--- src/rtl/pgee_pkg.sv ---
package pgee_pkg;
  localparam int PGEE_ADDR_W = 15;
  localparam int PGEE_DATA_W = 8;
  localparam int PGEE_PAGE_BYTES = 64;
  localparam int PGEE_PG_LSB = 6;
  localparam int PGEE_CLK_NS = 10;
  // Strobe timing in ns; load window in us, power-on wait in ms
  localparam int PGEE_STROBE_LOW_NS = 100;
  localparam int PGEE_STROBE_HIGH_NS = 50;
  localparam int PGEE_SETUP_NS = 50;
  localparam int PGEE_OE_DELAY_NS = 150;
  localparam int PGEE_OE_HIGH_NS = 150;
  localparam int PGEE_LOAD_WIN_US = 150;
  localparam int PGEE_POWERON_MS = 5;
  // Cycle counts; least times round up, window and power-on wait round down
  localparam int PGEE_LOW_CYC = (PGEE_STROBE_LOW_NS + PGEE_CLK_NS - 1) / PGEE_CLK_NS;
  localparam int PGEE_HIGH_CYC = (PGEE_STROBE_HIGH_NS + PGEE_CLK_NS - 1) / PGEE_CLK_NS;
  localparam int PGEE_SETUP_CYC = (PGEE_SETUP_NS + PGEE_CLK_NS - 1) / PGEE_CLK_NS;
  localparam int PGEE_OE_CYC = (PGEE_OE_DELAY_NS + PGEE_CLK_NS - 1) / PGEE_CLK_NS;
  localparam int PGEE_OEH_CYC = (PGEE_OE_HIGH_NS + PGEE_CLK_NS - 1) / PGEE_CLK_NS;
  localparam int PGEE_WIN_CYC = PGEE_LOAD_WIN_US * 1000 / PGEE_CLK_NS;
  localparam int PGEE_PON_CYC = PGEE_POWERON_MS * 1000000 / PGEE_CLK_NS;
  localparam int PGEE_CNT_W = 20;
  // Protection command sequence
  localparam logic [14:0] PGEE_CMD_ADDR1 = 15'h5555;
  localparam logic [14:0] PGEE_CMD_ADDR2 = 15'h2AAA;
  localparam logic [7:0] PGEE_CMD_DATA1 = 8'hAA;
  localparam logic [7:0] PGEE_CMD_DATA2 = 8'h55;
  localparam logic [7:0] PGEE_CMD_PROT = 8'hA0;
  localparam logic [7:0] PGEE_CMD_UNPROT = 8'h20;
  localparam logic [14:0] PGEE_ID_BASE = 15'h7FC0;
  localparam int PGEE_POLL_BIT = 7;
  localparam int PGEE_TOGGLE_BIT = 6;
  // Host commands
  localparam logic [1:0] PGEE_OP_READ = 2'h0;
  localparam logic [1:0] PGEE_OP_LOAD = 2'h1;
  localparam logic [1:0] PGEE_OP_PROT_ON = 2'h2;
  localparam logic [1:0] PGEE_OP_PROT_OFF = 2'h3;
  typedef enum logic [2:0] {
    PGEE_IDLE = 3'b000,
    PGEE_SETUP = 3'b001,
    PGEE_WLOW = 3'b010,
    PGEE_WHIGH = 3'b011,
    PGEE_RD = 3'b100,
    PGEE_RGAP = 3'b101,
    PGEE_POLL = 3'b110,
    PGEE_PON = 3'b111
  } pgee_state_t;
endpackage

--- src/rtl/pgee_host.sv ---
// Function
// - Write pulses write strobe low while chip select low, gate high.
// - Next strobe fall within 150 us of previous strobe rise.
// - Page bits held constant at every strobe fall of a load.
// - True data after completion; new access only after detection.
// - Three command writes switch protection on.
// - With protection on, every write is prefixed by the sequence; code prefixes only a load's first write, and only if cmd_protected.
// - Command writes obey page-load strobe timing and window.
// - High voltage on line nine selects 64-byte id area.
`timescale 1ns/1ps
`default_nettype none
module pgee_host
  import pgee_pkg::*;
#(
  parameter int WIN_CYC = PGEE_WIN_CYC,
  parameter int PON_CYC = PGEE_PON_CYC
) (
  input wire logic clock,
  input wire logic reset_n,
  input wire logic cmd_valid,
  input wire logic [1:0] cmd_op,
  input wire logic [PGEE_ADDR_W-1:0] cmd_addr,
  input wire logic [PGEE_DATA_W-1:0] cmd_data,
  input wire logic cmd_last,
  input wire logic cmd_id_area,
  input wire logic cmd_protected,
  output logic cmd_ready,
  output logic rsp_valid,
  output logic [PGEE_DATA_W-1:0] rsp_data,
  output logic write_done,
  output logic chip_select_n,
  output logic output_gate_n,
  output logic write_strobe_n,
  output logic id_area_select_line,
  output logic [PGEE_ADDR_W-1:0] address_lines,
  output logic [PGEE_DATA_W-1:0] data_lines_out,
  output logic data_lines_oe,
  input wire logic [PGEE_DATA_W-1:0] data_lines_in
);
////////////////////////////////////////////////////////////////////////
  logic rst_sync1_reg;
  logic rst_n_reg;
  always_ff @(posedge clock or negedge reset_n) begin
    if (!reset_n) begin
      rst_sync1_reg <= 1'b0;
      rst_n_reg <= 1'b0;
    end else begin
      rst_sync1_reg <= 1'b1;
      rst_n_reg <= rst_sync1_reg;
    end
  end
////////////////////////////////////////////////////////////////////////
  pgee_state_t state_reg, state_next;
  logic [PGEE_CNT_W-1:0] cnt_reg, cnt_next;
  logic [PGEE_CNT_W-1:0] win_reg, win_next;
  logic [1:0] seq_reg, seq_next;
  logic [1:0] op_reg, op_next;
  logic last_reg, last_next;
  logic in_load_reg, in_load_next;
  logic [PGEE_ADDR_W-PGEE_PG_LSB-1:0] page_reg, page_next;
  logic [PGEE_DATA_W-1:0] wdata_reg, wdata_next;
  logic [PGEE_ADDR_W-1:0] waddr_reg, waddr_next;
  logic [PGEE_DATA_W-1:0] prev_reg, prev_next;
  logic prev_ok_reg, prev_ok_next;
  logic cmd_ready_next, rsp_valid_next, write_done_next;
  logic [PGEE_DATA_W-1:0] rsp_data_next;
  logic cs_next, oe_next, we_next, id_next, doe_next;
  logic [PGEE_ADDR_W-1:0] addr_next;
  logic [PGEE_DATA_W-1:0] dout_next;

  // Address and data of the i-th protection command step
  function automatic logic [PGEE_ADDR_W-1:0] seq_addr(input logic [1:0] s);
    seq_addr = (s == 2'h1) ? PGEE_CMD_ADDR2 : PGEE_CMD_ADDR1;
  endfunction
  function automatic logic [PGEE_DATA_W-1:0] seq_data(input logic [1:0] s,
      input logic [1:0] op);
    unique case (s)
      2'h0: seq_data = PGEE_CMD_DATA1;
      2'h1: seq_data = PGEE_CMD_DATA2;
      default: seq_data = (op == PGEE_OP_PROT_OFF) ? PGEE_CMD_UNPROT
                                                    : PGEE_CMD_PROT;
    endcase
  endfunction

  always_comb begin
    state_next = state_reg;
    cnt_next = cnt_reg;
    win_next = win_reg;
    seq_next = seq_reg;
    op_next = op_reg;
    last_next = last_reg;
    in_load_next = in_load_reg;
    page_next = page_reg;
    wdata_next = wdata_reg;
    waddr_next = waddr_reg;
    prev_next = prev_reg;
    prev_ok_next = prev_ok_reg;
    cmd_ready_next = 1'b0;
    rsp_valid_next = 1'b0;
    rsp_data_next = rsp_data;
    write_done_next = 1'b0;
    cs_next = chip_select_n;
    oe_next = output_gate_n;
    we_next = write_strobe_n;
    id_next = id_area_select_line;
    doe_next = data_lines_oe;
    addr_next = address_lines;
    dout_next = data_lines_out;
    if (in_load_reg && win_reg != '0) begin
      win_next = win_reg - 1'b1;
    end
    unique case (state_reg)
      PGEE_PON: begin
        if (cnt_reg == '0) begin
          state_next = PGEE_IDLE;
          cmd_ready_next = 1'b1;
        end else begin
          cnt_next = cnt_reg - 1'b1;
        end
      end
      PGEE_IDLE: begin
        cmd_ready_next = 1'b1;
        if (in_load_reg && (win_reg == '0 || !(cmd_valid && cmd_ready))) begin
          // Stop before the window runs out, leaving one setup time plus one pulse of margin
          if (win_reg <= PGEE_CNT_W'(PGEE_SETUP_CYC + PGEE_LOW_CYC)) begin
            in_load_next = 1'b0;
            state_next = PGEE_POLL;
            cmd_ready_next = 1'b0;
            cnt_next = '0;
            prev_ok_next = 1'b0;
          end
        end
        if (cmd_valid && cmd_ready) begin
          cmd_ready_next = 1'b0;
          op_next = cmd_op;
          last_next = cmd_last;
          id_next = cmd_id_area;
          cnt_next = '0;
          if (cmd_op == PGEE_OP_READ) begin
            addr_next = cmd_addr;
            cs_next = 1'b0;
            oe_next = 1'b0;
            state_next = PGEE_RD;
          end else begin
            waddr_next = cmd_addr;
            wdata_next = cmd_data;
            // Prefix the command sequence at load start when protected
            seq_next = (cmd_op != PGEE_OP_LOAD ||
                        (cmd_protected && !in_load_reg)) ? 2'h0 : 2'h3;
            if (cmd_op == PGEE_OP_LOAD && in_load_reg) begin
              page_next = page_reg;
            end else begin
              page_next = cmd_addr[PGEE_ADDR_W-1:PGEE_PG_LSB];
            end
            state_next = PGEE_SETUP;
          end
        end
      end
      PGEE_SETUP: begin
        oe_next = 1'b1;
        cs_next = 1'b0;
        doe_next = 1'b1;
        if (seq_reg != 2'h3) begin
          addr_next = seq_addr(seq_reg);
          dout_next = seq_data(seq_reg, op_reg);
        end else begin
          // Page bits frozen for the whole load
          addr_next = {page_reg, waddr_reg[PGEE_PG_LSB-1:0]};
          dout_next = wdata_reg;
        end
        if (cnt_reg >= PGEE_CNT_W'(PGEE_SETUP_CYC)) begin
          we_next = 1'b0;
          cnt_next = '0;
          state_next = PGEE_WLOW;
        end else begin
          cnt_next = cnt_reg + 1'b1;
        end
      end
      PGEE_WLOW: begin
        // Pulse far longer than any glitch filter
        if (cnt_reg >= PGEE_CNT_W'(PGEE_LOW_CYC)) begin
          we_next = 1'b1;
          cnt_next = '0;
          in_load_next = 1'b1;
          win_next = PGEE_CNT_W'(WIN_CYC);
          state_next = PGEE_WHIGH;
        end else begin
          cnt_next = cnt_reg + 1'b1;
        end
      end
      PGEE_WHIGH: begin
        if (cnt_reg >= PGEE_CNT_W'(PGEE_HIGH_CYC)) begin
          cnt_next = '0;
          doe_next = 1'b0;
          cs_next = 1'b1;
          if (seq_reg == 2'h2 && op_reg != PGEE_OP_LOAD) begin
            seq_next = 2'h3; // programs the flag alone
            state_next = PGEE_IDLE;
            last_next = 1'b1;
          end else if (seq_reg != 2'h3) begin
            seq_next = seq_reg + 1'b1;
            state_next = PGEE_SETUP;
          end else begin
            state_next = PGEE_IDLE;
          end
          if (state_next == PGEE_IDLE && last_next) begin
            win_next = '0; // end of load: go poll
          end
          cmd_ready_next = 1'b0;
        end else begin
          cnt_next = cnt_reg + 1'b1;
        end
      end
      PGEE_RD: begin
        if (cnt_reg >= PGEE_CNT_W'(PGEE_OE_CYC)) begin
          rsp_data_next = data_lines_in;
          rsp_valid_next = 1'b1;
          oe_next = 1'b1;
          cs_next = 1'b1;
          cnt_next = '0;
          state_next = PGEE_RGAP;
        end else begin
          cnt_next = cnt_reg + 1'b1;
        end
      end
      PGEE_RGAP: begin
        if (cnt_reg >= PGEE_CNT_W'(PGEE_OEH_CYC)) begin
          state_next = PGEE_IDLE;
          cmd_ready_next = 1'b1;
        end else begin
          cnt_next = cnt_reg + 1'b1;
        end
      end
      PGEE_POLL: begin
        // Read the last byte written until bits six and seven both match the previous read
        addr_next = {page_reg, waddr_reg[PGEE_PG_LSB-1:0]};
        if (cnt_reg == '0) begin
          cs_next = 1'b0;
          oe_next = 1'b0;
          cnt_next = cnt_reg + 1'b1;
        end else if (cnt_reg >= PGEE_CNT_W'(PGEE_OE_CYC)) begin
          cs_next = 1'b1;
          oe_next = 1'b1;
          prev_next = data_lines_in;
          prev_ok_next = 1'b1;
          if (prev_ok_reg &&
              prev_reg[PGEE_TOGGLE_BIT] == data_lines_in[PGEE_TOGGLE_BIT] &&
              prev_reg[PGEE_POLL_BIT] == data_lines_in[PGEE_POLL_BIT]) begin
            write_done_next = 1'b1;
            state_next = PGEE_RGAP;
            cnt_next = '0;
          end else begin
            cnt_next = PGEE_CNT_W'(PGEE_OE_CYC) - PGEE_CNT_W'(PGEE_OEH_CYC);
            state_next = PGEE_POLL;
          end
        end else begin
          cnt_next = cnt_reg + 1'b1;
        end
        if (state_next == PGEE_POLL && cnt_reg >= PGEE_CNT_W'(PGEE_OE_CYC)
            && cnt_next[PGEE_CNT_W-1]) begin
          cnt_next = '0;
        end
      end
    endcase
  end

  always_ff @(posedge clock or negedge rst_n_reg) begin
    if (!rst_n_reg) begin
      state_reg <= PGEE_PON;
      cnt_reg <= PGEE_CNT_W'(PON_CYC);
      win_reg <= '0;
      seq_reg <= 2'h3;
      op_reg <= PGEE_OP_READ;
      last_reg <= 1'b0;
      in_load_reg <= 1'b0;
      page_reg <= '0;
      wdata_reg <= '0;
      waddr_reg <= '0;
      prev_reg <= '0;
      prev_ok_reg <= 1'b0;
      cmd_ready <= 1'b0;
      rsp_valid <= 1'b0;
      rsp_data <= '0;
      write_done <= 1'b0;
      chip_select_n <= 1'b1;
      output_gate_n <= 1'b1;
      write_strobe_n <= 1'b1;
      id_area_select_line <= 1'b0;
      address_lines <= '0;
      data_lines_out <= '0;
      data_lines_oe <= 1'b0;
    end else begin
      state_reg <= state_next;
      cnt_reg <= cnt_next;
      win_reg <= win_next;
      seq_reg <= seq_next;
      op_reg <= op_next;
      last_reg <= last_next;
      in_load_reg <= in_load_next;
      page_reg <= page_next;
      wdata_reg <= wdata_next;
      waddr_reg <= waddr_next;
      prev_reg <= prev_next;
      prev_ok_reg <= prev_ok_next;
      cmd_ready <= cmd_ready_next;
      rsp_valid <= rsp_valid_next;
      rsp_data <= rsp_data_next;
      write_done <= write_done_next;
      chip_select_n <= cs_next;
      output_gate_n <= oe_next;
      write_strobe_n <= we_next;
      id_area_select_line <= id_next;
      address_lines <= addr_next;
      data_lines_out <= dout_next;
      data_lines_oe <= doe_next;
    end
  end
endmodule
`default_nettype wire

--- config.mk ---
export PLATFORM = sky130hd
export DESIGN_NAME = pgee_host
export DESIGN_NICKNAME = d
export VERILOG_FILES = /design/src/rtl/pgee_pkg.sv /design/src/rtl/pgee_host.sv
export SDC_FILE = /design/constraint.sdc
export NUM_CORES = 1
export LEC_CHECK = 0
export BUFFER_PORTS_ARGS = -buffer_cell sky130_fd_sc_hd__buf_2
export CAP_MARGIN = 5
export CORE_ASPECT_RATIO = 0.8
export CORE_MARGIN = 5
export CORE_UTILIZATION = 32
export DETAILED_ROUTE_END_ITERATION = 12
export GPL_TIMING_DRIVEN = 0
export HOLD_SLACK_MARGIN = 0.12
export PLACE_DENSITY = 0.55
export SLEW_MARGIN = 20
export SYNTH_ARGS = -nofsm -noshare
export SYNTH_HDL_FRONTEND = slang
export SYNTH_SLANG_ARGS = --single-unit
--- constraint.sdc ---
create_clock -name clock -period 3.6 [get_ports clock]
set_clock_uncertainty 0.15 [all_clocks]
set_input_delay 0.72 -clock clock [delete_from_list [all_inputs] [get_ports clock]]
set_output_delay 0.72 -clock clock [all_outputs]
set_load 0.03 [all_outputs]
# Word level (Yosys, flattened, before mapping)
# Index checks and enable logic that the tools add are counted.
# totals
register_bits	122
output_inout_bits	39
word_cells	205
# op_classes
n_addsub	4
magnitude_cmp	4
eq_ne	35
mux	87
bitwise_logic	3
reduce_logical	47
# ops
operator	count
2-to-1 mux 20 bit	15
one-hot mux 20 bit (7 select lines)	1
2-to-1 mux 15 bit	4
2-to-1 mux 3 bit	15
one-hot mux 15 bit (3 select lines)	1
>= comparator 20 x 4 -> 1 bit (second input constant)	2
zero test 20 bit	2
one-hot mux 20 bit (2 select lines)	1
subtractor 20 x 1 -> 20 bit (second input constant)	2
inequality test 2 bit (second input constant)	16
2-to-1 mux 1 bit	30
one-hot mux 3 bit (8 select lines)	1
adder 20 x 1 -> 20 bit (second input constant)	1
>= comparator 20 x 3 -> 1 bit (second input constant)	1
less-or-equal comparator 20 x 4 -> 1 bit (second input constant)	1
nonzero test 20 bit	1
AND reduction 3 bit	6
2-to-1 mux 8 bit	2
one-hot mux 8 bit (2 select lines)	1
AND reduction 4 bit	4
equality test 3 bit (second input constant)	5
2-to-1 mux 2 bit	7
logical AND 1 bit	11
one-hot mux 1 bit (2 select lines)	5
25 further kinds	45

# Longest topological paths before layout
# Gate-level depths: netlist of run 1.
# depth
ltp_word	12
ltp_mapped	9
depth_no_buf	8

# Least setup slack after synthesis of run 1
# No wires, ideal clock.
# synth_path
path_kind	flip-flop to flip-flop
from	register cnt_reg[14]
to	register cnt_reg[10]
arrival_ns	2.404
required_ns	3.315
slack_ns	0.912
path_stages_with_launch	10
path_buffers	3
period_less_slack_ns	2.688
cell_sequence	dfrtp_1 buf_6 or4_1 buf_2 or4_4 nor3_4 o221ai_2 clkbuf_1 o21ai_0 o31ai_1
# synth_between
elab_chain_len	9
word_cells_on_any_way	21
# synth_lines
item	line_no	rtl
start, declared	pgee_host.sv:54	logic [PGEE_CNT_W-1:0] cnt_reg, cnt_next;
start signal, assigned	pgee_host.sv:270	cnt_reg <= PGEE_CNT_W'(PON_CYC);
start signal, assigned	pgee_host.sv:294	cnt_reg <= cnt_next;
>= comparator 20 x 4 -> 1 bit	n/a	
2-to-1 mux 3 bit	pgee_host.sv:241	end else if (cnt_reg >= PGEE_CNT_W'(PGEE_OE_CYC)) begin
2-to-1 mux 3 bit	pgee_host.sv:237	if (cnt_reg == '0) begin
2-to-1 mux 3 bit	pgee_host.sv:112	unique case (state_reg)
equality test 3 bit	pgee_host.sv:259	if (state_next == PGEE_POLL && cnt_reg >= PGEE_CNT_W'(PGEE_OE_CYC)
logical AND 1 bit	pgee_host.sv:259	
logical AND 1 bit	pgee_host.sv:260	&& cnt_next[PGEE_CNT_W-1]) begin
2-to-1 mux 20 bit	pgee_host.sv:259	
one-hot mux 20 bit (7 select lines)	pgee_host.sv:112	
# Several ways; a longest one is shown, not always the timed one. The select of a mux whose other input is x is not followed.
# A chain may end at the register's enable or synchronous reset.

# Final worst setup path of run 1
# layout_path
from	register state_reg[1]
to	register wdata_reg[7]
# layout_between
elab_chain_len	2
# layout_lines
item	line_no	rtl
start, declared	pgee_host.sv:53	pgee_state_t state_reg, state_next;
start signal, assigned	pgee_host.sv:293	state_reg <= state_next;
zero test 3 bit	pgee_host.sv:112	
AND reduction 3 bit (no line)	n/a	
end signal, assigned	pgee_host.sv:301	wdata_reg <= wdata_next;
end, declared	pgee_host.sv:61	logic [PGEE_DATA_W-1:0] wdata_reg, wdata_next;
# No other way between the ends.

==> impl_metrics.toml, run 1 <==
[die]
die_w_um = 162
dieHeight_um = 131
dieArea_sq_mm = 0.0212
start_util_pct = 32.5
core-area_sq_mm = 0.0181
ios = 78
rows = 44

[detailed_routing]
vias = 4945
first_pass_iters = 5
drt-total-wl_mm = 15.3
via_per_inst = 5.32
ant_nets = 0
wl_per_cell_um = 16.5
drc = 0
drt_iter0_drc = 411

[final_layout]
stdcell_area_sq_mm = 0.00724
mostFrequentLayoutCells = "100 x dfrtp_1, 81 x buf_2, 57 x nor2_1"
syn2layout_area_growth_pct = 22.8
diodes = 0
n_fill_cell = 1740
final_common_cell = "dfrtp_1"
nets = 736
drive_gt1_share_pct = 27.0
final_util_pct = 39.9

[setup_path]
cp.required_ps = 3730
worst-path-max-fanout = 10
regToRegSetupSlack_ps = 280
cp-end-kind = "flip-flop"
arrival_ps = 3450
startpoint_type = "flip-flop"
critPathKind = "flip-flop to flip-flop"

[grt]
grt_pass1_vias = 4911
grt_pass1_wl_mm = 25.8
grt.met1_usage_pct = 22.1
antenna_found_initial = 0
grt.total_usage_pct = 14.7
globalRoute.totalOverflow = 0
busiest_layer = "met1"
use_met3_pct = 3.51
met2_usage_pct = 21.3
grt_max_degree = 49

[synth]
synth_seq_cells = 116
synth_area_sq_mm = 0.00589
syn_nets = 637
ys.flop_type = "dfrtp_1"
ys_types = 65
async_flop_share_pct = 100
synth-edff-count = 0
synthCells = 587
ys_seq_area_share_pct = 49.6
synth_area_per_cell_sq_um = 10.0
yosysWarnings = 0

[cts]
ctsHtreeMaxLevel = 4
root_buffer = "clkbuf_16"
insertion_delay_ps = 410
numClockSinks = 116
cts_setup_buffers = 0
clkTransAtPathRegs_ps = 60
cts_tree = "built"
numCtsBuffers = 17
cts_max_path_buffers = 2

[sta]
period_needed_ps = 3320
hold_viol = 0
setup_violations = 0
min_period_over_period_pct = 92.2
finalMaxSlewViolations = 0
finalWorstSetupSlack_ps = 281
worstMarginPinSlew_ps = 1040
rsz0062_at_grt = "no"
max_slew_margin_pct = 29.9
tns_ps = 0
timing.fmax_mhz = 301

[placement]
place_ws_ps = 203
portBuffers = 77
dp_hpwl_mm = 11.2
gp_congestion = 0.854
place_area_sq_mm = 0.00662

[pwr]
power_density_mw_per_mm2 = 1140
irDropWorstVdd_mv = 0.568
p_total_mw = 8.21
p_leak_nw = 3.12

[run]
cap_violations = 0

[min_path]
hold_class = "flip-flop to asynchronous set/reset pin"

[outcome]
status = "complete, no violations"
[timing repair]
action	in CTS	in global routing
hold buffers	1	0
setup endpoints to repair	0	10
resized for setup	0	1
hold endpoints to repair	2	0
[cell type report]
| cell class | instances | area (sq um) | area share [%] |
|---|---|---|---|
| multi-input cells | 432 | 2820 | 39.0 |
| clock buffers | 17 | 425 | 5.88 |
| clock inverters | 15 | 171 | 2.37 |
| inverters | 12 | 45.0 | 0.623 |
| repair buffers | 80 | 443 | 6.12 |
| well taps | 230 | 288 | 3.98 |
| plain buffers | 27 | 114 | 1.57 |
| flip-flops and latches | 116 | 2930 | 40.4 |
[worst paths after layout]
| path | startpoint | end | depth (start not counted) |
|---|---|---|---|
| min in group clock | rst_sync1_reg$_DFF_PN0_ | rst_n_reg$_DFF_PN0_ | 0 |
| setup / recovery | state_reg[1]$_DFFE_PN1P_ | wdata_reg[7]$_DFFE_PN0P_ | 6 |
| max in group asynchronous | rst_n_reg$_DFF_PN0_ | write_strobe_n$_DFFE_PN1P_ | 2 |
| hold reg to reg | rst_n_reg$_DFF_PN0_ | page_reg[3]$_DFFE_PN0P_ | 0 |
| hold / removal | rst_n_reg$_DFF_PN0_ | page_reg[3]$_DFFE_PN0P_ | 0 |
| setup reg to reg | state_reg[1]$_DFFE_PN1P_ | wdata_reg[7]$_DFFE_PN0P_ | 6 |
[power by group]
part	switching, mW	internal (mW)	total, mW
clock network	0.650	1.04	1.69
registers	0.432	1.93	2.36
logic	2.69	1.48	4.17
total	3.77	4.44	8.21
[through the flow]
step                std cells  hold slack [ps]
finish                    929              125
global route              929              180
floorplan                 587              181
global placement          894              190
detailed placement        896              153
CTS                       929              154
[synth_stat cells (3+ instances only)]
master	number	area share, %
xnor2_1	14	2.1
mux2_2	35	6.7
a211oi_1	7	0.89
a21boi_0	3	0.38
nand4_1	6	0.64
a21oi_1	42	3.6
and2_1	5	0.53
nand2_1	51	3.2
buf_2	4	0.34
dfrtp_1	101	43
xor2_1	5	0.74
nor2b_1	5	0.53
inv_1	12	0.76
a221oi_1	16	2.4
nand2b_1	6	0.64
nand3b_1	4	0.51
ha_1	11	2.3
o31ai_1	5	0.64
and3_1	9	0.96
nor4_1	10	1.1
nand3_1	15	1.3
o21ai_0	46	3.9
o311ai_2	3	0.83
a31oi_1	3	0.32
o211ai_1	4	0.51
clkbuf_1	22	1.4
nor3_1	19	1.6
nor2_1	58	3.7
or3_1	3	0.32
dfstp_2	15	6.7
[routing by layer]
metal	vias up	wire, um
li1	2359	-
met1	2447	7430
met2	133	6780
met3	6	1050
met4	0	60
met5	-	0
[critical path: stages, from the launching register on]
cell and delay (ps):
dfstp_2 360, clkbuf_1 200, nor3_1 660, nand3_1 470, nor2_2 460, clkbuf_1 490, mux2_2 410
[logic make-up (layout without fill, tap and decap cells)]
family	after synthesis	after routing	synth area share, %
fa+ha+maj	11	11	2.34
other cells	1	1	0.0636
simple gates	211	211	18.4
mux	37	37	7.03
compound gates	153	153	17.1
xor+xnor	19	19	2.82
buf+inv	39	151	2.70
flops	116	116	49.6
Power figures use the tool's default switching activity.
==> inputs of run 2 (changes only) <==
- ABC_AREA: default -> 1
- CTS_CLUSTER_DIAMETER: default -> 50
==> run 2 against run 1 <==
Compared with the run above:
- synthesized cell count up 51%
- non-clock buffer count is 3 lower
- synthesized area up 14%
- cell count up 37%
- sequential power is essentially flat
- register-to-register slack improved by 860 ps
- sequential share of layout area fell by 4.3 points
- critical path depth rose by 4
- die area up 13%
- fmax grew 35%
- combinational power is 9.4% lower
- largest cell class is now multi-input gates
==> impl_metrics.toml, run 2 <==
[cts]
cts_max_path_buffers = 2
insertion_delay_ps = 420
cts_resized = 0
clkTransAtPathRegs_ps = 60
numCtsBuffers = 17
cts_tree = "built"
numClockSinks = 116
root_buffer = "clkbuf_16"
cts_setup_buffers = 0
ctsHtreeMaxLevel = 4

[grt]
globalRoute.totalOverflow = 0
grt.total_usage_pct = 15.8
grt_pass1_wl_mm = 30.9
grt_max_degree = 55
grt_pass1_vias = 5942
antenna_found_initial = 0

[placement]
gp_congestion = 0.897
portBuffers = 77
dp_hpwl_mm = 13.7
place_area_sq_mm = 0.00749
placedCellCount = 1235

[sta]
max_slew_margin_pct = 60.1
rsz0062_at_grt = "no"
finalMaxSlewViolations = 0
worstMarginPinSlew_ps = 599
min_period_over_period_pct = 68.2
timing.fmax_mhz = 407
tns_ps = 0
setup_violations = 0
hold_viol = 0
period_needed_ps = 2460

[synth]
synth_top_family_by_area = "simple AND/OR/NAND/NOR gates"
ys_seq_area_share_pct = 43.5
yosys.area_share.simple_pct = 30.6
ys_types = 43
synth_area_per_cell_sq_um = 7.57
synth_top_area_cell = "dfrtp_1"
synth_xor_area_share_pct = 2.87
yosysWarnings = 0
async_flop_share_pct = 100
synth_commonest_cells = "269 x nand2_1, 111 x nor2_1, 101 x dfrtp_1"
synthMuxAreaShare_pct = 1.51
ys.flop_type = "dfrtp_1"
synth-compound-area-share_pct = 12.9
synth-edff-count = 0
synth_fa_ha_area_share_pct = 2.05
synth_area_sq_mm = 0.00671
synthCells = 887
syn_nets = 937
yosysMostFrequentCell = "nand2_1"
synth_seq_cells = 116
synth.area.top_cells = "dfrtp_1 38%, nand2_1 15%, nor2_1 6.2%, dfstp_2 5.9%, o21ai_0 5.5%"
synth_top_area_share_pct = 37.7

[setup_path]
r2r_start = "seq_reg[1]$_DFFE_PN1P_"
critPathKind = "flip-flop to flip-flop"
cp.required_ps = 3750
startpoint = "seq_reg[1]$_DFFE_PN1P_"
rr_worst_depth = 10
setup.worst_path.end = "win_reg[2]$_DFF_PN0_"
startpoint_type = "flip-flop"
regToRegSetupSlack_ps = 1140
reg2reg_to = "win_reg[2]$_DFF_PN0_"
worst-path-max-fanout = 10
cp-end-kind = "flip-flop"
arrival_ps = 2600

[final_layout]
final_common_cell = "nand2_1"
fin_cells = 1269
mostFrequentLayoutCells = "269 x nand2_1, 111 x nor2_1, 100 x dfrtp_1"
stdcell_area_sq_mm = 0.00810
syn2layout_area_growth_pct = 20.7
nets = 1037
drive_gt1_share_pct = 19.5
diodes = 0

[die]
core-area_sq_mm = 0.0206
ios = 78
start_util_pct = 32.5
dieHeight_um = 140
die_w_um = 172
dieArea_sq_mm = 0.0240
rows = 47

[detailed_routing]
wl_per_cell_um = 14.4
via_per_inst = 4.79
ant_nets = 0
first_pass_iters = 5
drt_iter0_drc = 363
drt-total-wl_mm = 18.3
drc = 0
vias = 6081

[min_path]
hold_class = "flip-flop to asynchronous set/reset pin"

[outcome]
status = "complete, no violations"

[pwr]
irDropWorstVdd_mv = 0.407
power_density_mw_per_mm2 = 966
p_leak_nw = 3.94

[run]
cap_violations = 0
[run 2: worst max-delay path, stage by stage (launching register included)]
cell and delay, ps:
dfstp_2 580, ha_1 150, clkbuf_1 350, inv_1 210
o21ai_0 200, nand2_1 70, nand2_1 90, nand3_1 120
inv_1 100, buf_2 230, nor2_1 70
[run 2: logic make-up (layout without fill, tap and decap cells)]
| family | Yosys count | count (layout) |
|---|---|---|
| AOI/OAI and AO/OA | 153 | 153 |
| and+or+nand+nor | 474 | 474 |
| muxes | 9 | 9 |
| xor gates and xnor gates | 22 | 22 |
| DFF | 116 | 116 |
| buffers and inverters | 101 | 214 |
| adders and majority gates | 11 | 11 |
| other | 1 | 1 |
[run 2: repair_timing]
item / in CTS / in global routing
setup endpoints to repair: 0 / 0
hold endpoints to repair: 8 / 0
hold buffers: 2 / 0
[run 2: how the worst min path moves through the flow]
stage,endpoint,startpoint,slack [ps]
3_5_place_dp,data_lines_out[3]$_DFFE_PN0P_,rst_n_reg$_DFF_PN0_,30
3_3_place_gp,rst_n_reg$_DFF_PN0_,rst_sync1_reg$_DFF_PN0_,180
6_report,seq_reg[1]$_DFFE_PN1P_,rst_n_reg$_DFF_PN0_,220
4_1_cts,rst_n_reg$_DFF_PN0_,rst_sync1_reg$_DFF_PN0_,220
2_1_floorplan,rst_n_reg$_DFF_PN0_,rst_sync1_reg$_DFF_PN0_,180
5_1_grt,rst_n_reg$_DFF_PN0_,rst_sync1_reg$_DFF_PN0_,220
[run 2: layout make-up]
| type | instances | area (sq um) |
|---|---|---|
| clock buffers | 18 | 429 |
| inverters | 78 | 295 |
| repair buffers | 81 | 460 |
| flip-flops and latches | 116 | 2930 |
| multi-input cells | 670 | 3360 |
| well taps | 269 | 337 |
| fillers | 2181 | 12500 |
| clock inverters | 14 | 156 |
| plain buffers | 23 | 139 |
[run 2: routing by layer]
metal  up-vias  track usage (%)  part of all wire, %
met3        25             3.71                  5.6
met1      2839             24.5                   53
met5         -                0                    0
met4         0             3.39                  1.3
met2       141             22.1                   41
li1       3076                -                    -
[run 2: through the flow]
step           total power, mW  utilization (%)  hold WS (ps)  setup slack [ps]
2_1_floorplan             5.11                -           181              5.32
3_3_place_gp              6.11             36.0           184             -1570
3_5_place_dp              6.15             36.3          26.5              1050
4_1_cts                   7.88             39.2           220              1130
5_1_grt                   8.49             39.2           224               896
6_report                  7.83             39.2           215              1140
[run 2: power by group]
part	internal (mW)	leakage, nW	switching [mW]
Combinational	1.24	2.25	2.54
Clock	1.02	0.273	0.662
Sequential	1.92	1.42	0.441
